===== src/hw/rbo_pkg.sv =====
// Constants and types shared by the receive byte ordering block
//
// Summary of operation
// - Words leave at no more than half the byte rate, each twice as wide as one byte.
// - One 8- or 10-bit byte is taken per cycle and two in a row form a 16- or 20-bit word.
// - After a receive reset the byte pairing phase restarts at the low slot and may split a sent word.
// - In ordering modes, while the search is armed, each byte in the upper slot is compared with the programmed ordering pattern.
// - A pattern found in the upper byte slot makes one pad byte go in, moving it to the low slot.
// - The 8-bit ordering mode matches and pads with 8-bit values.
// - The 9-bit ordering mode matches and pads with 9-bit values.
// - In 9-bit mode bit 8 is the control-or-data flag and is matched and sent as such.
// - In the plain modes words pass through with no search and no pad.
package rbo_pkg;

  // Register byte addresses
  localparam logic [7:0] ADDR_CTRL = 8'h00;
  localparam logic [7:0] ADDR_PAT  = 8'h04;
  localparam logic [7:0] ADDR_PAD  = 8'h08;
  localparam logic [7:0] ADDR_STAT = 8'h0c;

  // Field positions and widths
  localparam int MODE_LSB      = 0;
  localparam int SYM_W         = 9;
  localparam int STAT_DONE_BIT = 0;
  localparam int STAT_SLIP_BIT = 1;
  localparam int STAT_ARM_BIT  = 2;

  // Byte and word widths
  localparam int BYTE_W = 10;
  localparam int WORD_W = 20;

  // Operating modes
  typedef enum logic [1:0] {
    RBO_PASS8  = 2'h0,
    RBO_PASS10 = 2'h1,
    RBO_ORD8   = 2'h2,
    RBO_ORD9   = 2'h3
  } rbo_mode_t;

  // Reset values
  localparam rbo_mode_t      CTRL_RST = RBO_PASS8;
  localparam logic [SYM_W-1:0] PAT_RST  = 9'h000;
  localparam logic [SYM_W-1:0] PAD_RST  = 9'h000;

  // Symbol masks per ordering width
  localparam logic [SYM_W-1:0] MASK8 = 9'h0ff;
  localparam logic [SYM_W-1:0] MASK9 = 9'h1ff;

  // Bus responses
  localparam logic [1:0] RESP_OKAY   = 2'h0;
  localparam logic [1:0] RESP_SLVERR = 2'h2;

endpackage


===== src/hw/rbo_top.sv =====
// Receive byte deserializer with byte ordering and AXI4-Lite registers
//
// The address map and the AXI4-Lite interface to the registers were chosen for this implementation.
module rbo_top
  import rbo_pkg::*;
(
  // Clock and reset
  input  wire logic              aclk,
  input  wire logic              aresetn,
  // AXI4-Lite write address and data
  input  wire logic [7:0]        s_axi_awaddr,
  input  wire logic              s_axi_awvalid,
  output logic                   s_axi_awready,
  input  wire logic [31:0]       s_axi_wdata,
  input  wire logic [3:0]        s_axi_wstrb,
  input  wire logic              s_axi_wvalid,
  output logic                   s_axi_wready,
  // AXI4-Lite write response
  output logic [1:0]             s_axi_bresp,
  output logic                   s_axi_bvalid,
  input  wire logic              s_axi_bready,
  // AXI4-Lite read
  input  wire logic [7:0]        s_axi_araddr,
  input  wire logic              s_axi_arvalid,
  output logic                   s_axi_arready,
  output logic [31:0]            s_axi_rdata,
  output logic [1:0]             s_axi_rresp,
  output logic                   s_axi_rvalid,
  input  wire logic              s_axi_rready,
  // Receive datapath side
  input  wire logic              rx_reset,
  input  wire logic [BYTE_W-1:0] rx_byte,
  input  wire logic              rx_byte_valid,
  // Fabric side
  output logic [WORD_W-1:0]      fabric_word,
  output logic                   fabric_word_valid,
  output logic                   order_done
);

  typedef struct packed {
    rbo_mode_t         mode;
    logic [SYM_W-1:0]  pat;
    logic [SYM_W-1:0]  pad;
    logic              armed;
    logic              slip;
    logic              done;
    logic [BYTE_W-1:0] hold;
    logic              aw_full;
    logic [7:0]        awaddr;
    logic              w_full;
    logic [31:0]       wdata;
    logic [3:0]        wstrb;
    logic              bvalid;
    logic [1:0]        bresp;
    logic              rvalid;
    logic [31:0]       rdata;
    logic [1:0]        rresp;
  } rbo_st_t;

  rbo_st_t s_q;
  rbo_st_t s_d;

  logic              ordering;
  logic [SYM_W-1:0]  mask;
  logic [SYM_W-1:0]  pat_sel;
  logic [SYM_W-1:0]  pad_sel;
  logic              msb_next;
  logic              match;
  logic [BYTE_W-1:0] byte_out;
  logic              byte_out_v;

  ////////////////////////////////////////////////////////////////////////////
  // Helpers

  // Address decode shared by read and write
  function automatic logic addr_ok(input logic [7:0] a);
    return (a == ADDR_CTRL) || (a == ADDR_PAT) || (a == ADDR_PAD) || (a == ADDR_STAT);
  endfunction

  // Byte-lane merge of a write into an old value
  function automatic logic [31:0] merge(input logic [31:0] old, input logic [31:0] nw,
                                        input logic [3:0] strb);
    logic [31:0] r;
    r = old;
    for (int i = 0; i < 4; i++)
      if (strb[i]) r[8*i +: 8] = nw[8*i +: 8];
    return r;
  endfunction

  ////////////////////////////////////////////////////////////////////////////
  // Ordering datapath

  // Mode decode and masked pattern and pad
  assign ordering = s_q.mode[1];
  assign mask     = (s_q.mode == RBO_ORD9) ? MASK9 : MASK8;
  assign pat_sel  = s_q.pat & mask;
  assign pad_sel  = s_q.pad & mask;

  // Pattern seen in the upper byte slot while armed
  assign match = ordering && s_q.armed && !s_q.slip && rx_byte_valid && msb_next
                 && ((rx_byte[SYM_W-1:0] & mask) == pat_sel);

  // Byte stream into the pairing stage
  always_comb
  begin
    byte_out   = rx_byte;
    byte_out_v = rx_byte_valid;
    if (ordering)
    begin
      if (match)
        byte_out = {1'b0, pad_sel};
      else if (s_q.slip)
        byte_out = {1'b0, s_q.hold[SYM_W-1:0] & mask};
      else
        byte_out = {1'b0, rx_byte[SYM_W-1:0] & mask};
    end
    else if (s_q.mode == RBO_PASS8)
      byte_out = {2'b00, rx_byte[7:0]};
  end

  rbo_pair #(
    .BW (BYTE_W)
  ) u_pair (
    .aclk       (aclk),
    .aresetn    (aresetn),
    .clr        (rx_reset),
    .byte_in    (byte_out),
    .byte_valid (byte_out_v),
    .word_out   (fabric_word),
    .word_valid (fabric_word_valid),
    .msb_next   (msb_next)
  );

  ////////////////////////////////////////////////////////////////////////////
  // Next state: ordering control and register slave

  always_comb
  begin
    logic [31:0] cur;
    cur = 32'h0;
    s_d = s_q;
    // Hold one byte back while slipping
    if (rx_byte_valid && (match || s_q.slip))
      s_d.hold = rx_byte;
    // Write address and data taken in either order
    if (s_axi_awvalid && s_axi_awready)
    begin
      s_d.aw_full = 1'b1;
      s_d.awaddr  = s_axi_awaddr;
    end
    if (s_axi_wvalid && s_axi_wready)
    begin
      s_d.w_full = 1'b1;
      s_d.wdata  = s_axi_wdata;
      s_d.wstrb  = s_axi_wstrb;
    end
    if (s_q.bvalid && s_axi_bready)
      s_d.bvalid = 1'b0;
    if (s_q.aw_full && s_q.w_full && !s_q.bvalid)
    begin
      s_d.aw_full = 1'b0;
      s_d.w_full  = 1'b0;
      s_d.bvalid  = 1'b1;
      s_d.bresp   = addr_ok(s_q.awaddr) ? RESP_OKAY : RESP_SLVERR;
      unique case (s_q.awaddr)
        ADDR_CTRL:
        begin
          cur       = merge({30'h0, s_q.mode}, s_q.wdata, s_q.wstrb);
          s_d.mode  = rbo_mode_t'(cur[MODE_LSB +: 2]);
          s_d.armed = 1'b1;
          s_d.slip  = 1'b0;
          s_d.done  = 1'b0;
        end
        ADDR_PAT:
        begin
          cur     = merge({23'h0, s_q.pat}, s_q.wdata, s_q.wstrb);
          s_d.pat = cur[SYM_W-1:0];
        end
        ADDR_PAD:
        begin
          cur     = merge({23'h0, s_q.pad}, s_q.wdata, s_q.wstrb);
          s_d.pad = cur[SYM_W-1:0];
        end
        default:
        begin
          cur = 32'h0;
        end
      endcase
    end
    // Pad went in: slip starts, search stops; after the control write so the set wins
    if (match)
    begin
      s_d.slip  = 1'b1;
      s_d.armed = 1'b0;
      s_d.done  = 1'b1;
    end
    // Receive reset re-arms the search
    if (rx_reset)
    begin
      s_d.armed = 1'b1;
      s_d.slip  = 1'b0;
      s_d.done  = 1'b0;
    end
    // Read channel
    if (s_q.rvalid && s_axi_rready)
      s_d.rvalid = 1'b0;
    if (s_axi_arvalid && s_axi_arready)
    begin
      s_d.rvalid = 1'b1;
      s_d.rresp  = addr_ok(s_axi_araddr) ? RESP_OKAY : RESP_SLVERR;
      unique case (s_axi_araddr)
        ADDR_CTRL: s_d.rdata = {30'h0, s_q.mode};
        ADDR_PAT:  s_d.rdata = {23'h0, s_q.pat};
        ADDR_PAD:  s_d.rdata = {23'h0, s_q.pad};
        ADDR_STAT: s_d.rdata = {29'h0, s_q.armed, s_q.slip, s_q.done};
        default:   s_d.rdata = 32'h0;
      endcase
    end
  end

  // State register
  always_ff @(posedge aclk)
  begin
    if (!aresetn)
    begin
      s_q       <= '0;
      s_q.mode  <= CTRL_RST;
      s_q.pat   <= PAT_RST;
      s_q.pad   <= PAD_RST;
      s_q.armed <= 1'b1;
    end
    else
    begin
      s_q <= s_d;
    end
  end

  // Bus outputs
  assign s_axi_awready = !s_q.aw_full;
  assign s_axi_wready  = !s_q.w_full;
  assign s_axi_bvalid  = s_q.bvalid;
  assign s_axi_bresp   = s_q.bresp;
  assign s_axi_arready = !s_q.rvalid;
  assign s_axi_rvalid  = s_q.rvalid;
  assign s_axi_rdata   = s_q.rdata;
  assign s_axi_rresp   = s_q.rresp;
  assign order_done    = s_q.done;
endmodule


===== src/hw/rbo_pair.sv =====
// Byte pairing stage: two bytes in, one double-width word out
module rbo_pair
  import rbo_pkg::*;
#(
  parameter int BW = BYTE_W
)
(
  // Clock and reset
  input  wire logic          aclk,
  input  wire logic          aresetn,
  input  wire logic          clr,
  // Byte stream in
  input  wire logic [BW-1:0] byte_in,
  input  wire logic          byte_valid,
  // Word stream out
  output logic [2*BW-1:0]    word_out,
  output logic               word_valid,
  output logic               msb_next
);

  // Refuse byte widths too narrow to carry a 9-bit symbol
  if (BW < SYM_W)
  begin : g_bw_check
    $error("rbo_pair: byte width too small");
  end

  typedef struct packed {
    logic [BW-1:0]   lo;
    logic            phase;
    logic [2*BW-1:0] word;
    logic            vld;
  } rbo_pair_st_t;

  rbo_pair_st_t s_q;
  rbo_pair_st_t s_d;

  // First byte goes low, second high; phase after reset is the arrival order
  always_comb
  begin
    s_d     = s_q;
    s_d.vld = 1'b0;
    if (clr)
    begin
      s_d.phase = 1'b0;
    end
    else if (byte_valid)
    begin
      if (s_q.phase)
      begin
        s_d.word  = {byte_in, s_q.lo};
        s_d.vld   = 1'b1;
        s_d.phase = 1'b0;
      end
      else
      begin
        s_d.lo    = byte_in;
        s_d.phase = 1'b1;
      end
    end
  end

  // State register
  always_ff @(posedge aclk)
  begin
    if (!aresetn)
      s_q <= '0;
    else
      s_q <= s_d;
  end

  assign word_out   = s_q.word;
  assign word_valid = s_q.vld;
  assign msb_next   = s_q.phase;

endmodule


===== config.mk =====
export PLATFORM = sky130hd
export DESIGN_NAME = rbo_top
export DESIGN_NICKNAME = d
export VERILOG_FILES = /design/src/hw/rbo_pkg.sv /design/src/hw/rbo_top.sv /design/src/hw/rbo_pair.sv
export SDC_FILE = /design/constraint.sdc
export NUM_CORES = 1
export LEC_CHECK = 0
export BUFFER_PORTS_ARGS = -buffer_cell sky130_fd_sc_hd__buf_2
export CORE_AREA = 2 2 106 108
export CTS_BUF_LIST = sky130_fd_sc_hd__clkbuf_4 sky130_fd_sc_hd__clkbuf_8 sky130_fd_sc_hd__clkbuf_16
export DETAILED_ROUTE_END_ITERATION = 7
export DIE_AREA = 0 0 108 110
export MAX_ROUTING_LAYER = met4
export PLACE_DENSITY = 0.78
export SYNTH_ARGS = -nofsm -noshare
export SYNTH_HDL_FRONTEND = slang
export SYNTH_HIERARCHICAL = 1
export SYNTH_SLANG_ARGS = --single-unit

===== constraint.sdc =====
create_clock -name aclk -period 2.1 [get_ports aclk]
set_clock_uncertainty 0.1 [all_clocks]
set_input_delay 0.315 -clock aclk [delete_from_list [all_inputs] [get_ports aclk]]
set_output_delay 0.315 -clock aclk [all_outputs]
set_load 0.01 [all_outputs]

==> run summary <==
Initial Util: 44.0%
crit share post-route: 96.6%
post-synthesis sequential area ratio: 41.3%
pwr dens: 673 mW/mm2
grt ovf: 0
DPL Wire Length: 7.79 mm
clk_lat worst skew: 360 ps
fin crit period: 2030 ps
Cells after Synth: 547
final slew viol count: 0
top layer in use: met4
Crit path arrival time: 2220 ps
most frequent cell after synthesis: nand2_1
# Max-Cap Violations: 0
Synth area leader: dfxtp_1
WS Path Type: flip-flop to flip-flop
Final WS setup: 71.6 ps
vias in the first global route: 3455
Clock Path Buffers: 2
Pleak: 2.08 nW
startpoint types: flip-flop
# nets final: 665
total die area: 0.0119 mm2
CP top delay family: simple AND/OR/NAND/NOR gates
Syn. warnings: 6
drt wl/cell: 13.9 um
clk sinks: 97
fraction of layout cells with a size suffix above 1: 20.9%
Worst Reg-to-Reg Cells: 6
routed via count: 3695
min-delay src: s_axi_awvalid
#FFs+latches synth: 97
Total GRT Usage: 17.9%
DR iter-0 viols: 328
Avg Inst Size Synth: 8.61 um2
Std-Cell Rows: 38
Die Y: 110 um
hold endpoint: s_q[83]
DRC errors left: 0
drt pass-1 iters: 4
cell area after placement: 0.00498 mm2
unrepaired setup endpoints after global routing: true
n_diodes: 0
Reg2Reg Setup Slack: 70 ps
CP peak stage delay: 450 ps
DRT met1 WL: 4.44 mm
reg2reg start: u_pair/msb_next
worst hold path cell count: 3
P&R area growth vs syn: 10.2%
crit path buf inv count: 0
fin area: 0.00519 mm2
VDD IR max: 312 uV
worst hold path type: input pin to flip-flop
worst path cell trace: nand4_1 > a211o_1 > or3_4 > a211oi_1 > nand2_1 > mux2i_1
routed wire length: 10.2 mm
Rel. slew slack: 59.5%
H-Tree Depth: 3
worst hold slack: 78.8 ps
dpl ws: -26.1 ps
CTS tree: built
routed length on met2: 5.09 mm
first-pass GRT wire length: 16.3 mm
worst slew pin tran: 606 ps
crit path max fanout: 10
slowest CP cell: or3_4
commonest cells in the netlist: nand2_1, dfxtp_1, buf_4, mux2i_1, a21oi_1
initial antenna violation count: 0
dominant synthesized flop cell: dfxtp_1
FFs w/ async S/R, synth: 0%
Distinct cells, synth: 42
CTS root buf: clkbuf_8
largest net degree at the start of global routing: 83
Clk pin slew, worst setup/hold paths: 90 ps
I/O Pins: 134
Via density: 5.01
worst flop-to-flop path endpoint: u_pair/s_q[24]
Setup crit end kind: flip-flop
outcome: completed
Crit. Startpoint: u_pair/msb_next
RD Place Congestion: 0.911
Die W: 108 um
top-area cell type share of the netlist area: 41.3%
CORE AREA: 0.0107 mm2
Final Hold Fails: 0
FMAX: 493 MHz
# port buffers: 83
Post-Syn Area: 0.00471 mm2
Crit path depth: 6
number of synthesized flops with an enable pin: 0
Final setup viols: 0
CP required: 2300 ps
met3 wire length: 398 um
Detail Route Antenna Nets: 0
fillers: 1024
Area contributors post-synth: dfxtp_1, mux2i_1, buf_4
cts bufs inserted: 9
per-stage QoR:
stage	util, %	power, mW	std cells	setup TNS (ps)
CTS	48.5	3.52	738	0
global route	48.5	3.63	738	-129
finish	48.5	3.49	738	0
global placement	46.5	2.25	723	-34.1
floorplan	-	2.18	571	0
detailed placement	46.5	2.27	723	-41.9
metal layers:
metal	vias to the layer above	global-route usage, %
met5	-	-
met4	0	7.78
met3	23	3.06
met2	96	30.3
met1	1712	21.2
li1	1864	-
cell usage in the layout, fill, tap and decap left out, drive strengths merged, types with 9 or more instances in the layout:
master | netlist | routed
nand2 | 116 | 116
buf | 68 | 103
dfxtp | 97 | 97
mux2i | 58 | 58
a21oi | 32 | 32
nor2 | 25 | 25
conb | 1 | 25
nand3 | 13 | 13
nor4 | 11 | 11
o21ai | 11 | 11
clkbuf | 23 | 11
inv | 8 | 10
xnor2 | 9 | 9
nand2b | 9 | 9
a211oi | 9 | 9
or3 | 9 | 9
worst max-delay path by stage:
stage / endpoint / slack [ps]
4_1_cts: u_pair/s_q[24] / 110
3_3_place_gp: u_pair/s_q[25] / -20
5_1_grt: u_pair/word_out[12] / -40
6_report: u_pair/s_q[24] / 70
3_5_place_dp: u_pair/s_q[24] / -30
2_1_floorplan: u_pair/s_q[22] / 260
flip-flops by register name, summed over array words and instances, names as in the netlist:
| signal | count |
|---|---|
| ordering | 1 |
| s_axi_bvalid | 1 |
| s_q | 51 |
| u_pair/msb_next | 1 |
| u_pair/word_out | 20 |
| u_pair/s_q | 10 |
| s_axi_rresp | 1 |
| s_axi_bresp | 1 |
| s_axi_rdata | 9 |
| s_axi_rvalid | 1 |
| u_pair/word_valid | 1 |
logic make-up (layout without fill, tap and decap cells):
logic type	Yosys count	in the layout	synth area share (%)
and+or+nand+nor	204	204	19.9
buffers and inverters	100	127	13.6
DFF	97	97	41.3
AOI/OAI and AO/OA	74	74	9.86
muxes	61	61	13.5
xor gates and xnor gates	10	10	1.86
other	1	25	0.0797
what timing repair did:
item,in CTS,in global routing
hold buffers,0,0
resized for setup,0,0
setup buffers,0,0
endpoints found under the setup margin,0,4
power by group:
part	switching [mW]	total, mW	internal (mW)
logic	0.195	0.319	0.124
clock network	0.643	1.27	0.624
registers	0.0286	1.90	1.88
total	0.867	3.49	2.62
cell type report:
type                       count  area [um2]  share of cell area (%)
timing repair buffer         103         603                    11.6
clock inverter                 4        58.8                    1.13
inverter                       9        33.8                   0.651
sequential                    97        1940                    37.4
multi-input combinational    374        2220                    42.8
tap                          140         175                    3.38
clock buffer                  11         151                    2.92
worst reg2reg max path, delay by kind of cell, from the launching register on:
kind	cells	cell delay [ps]
AOI/OAI and AO/OA	2	610
DFF	1	380
muxes	1	160
and+or+nand+nor	3	700
Note: power is estimated with default switching activity, not from simulation.
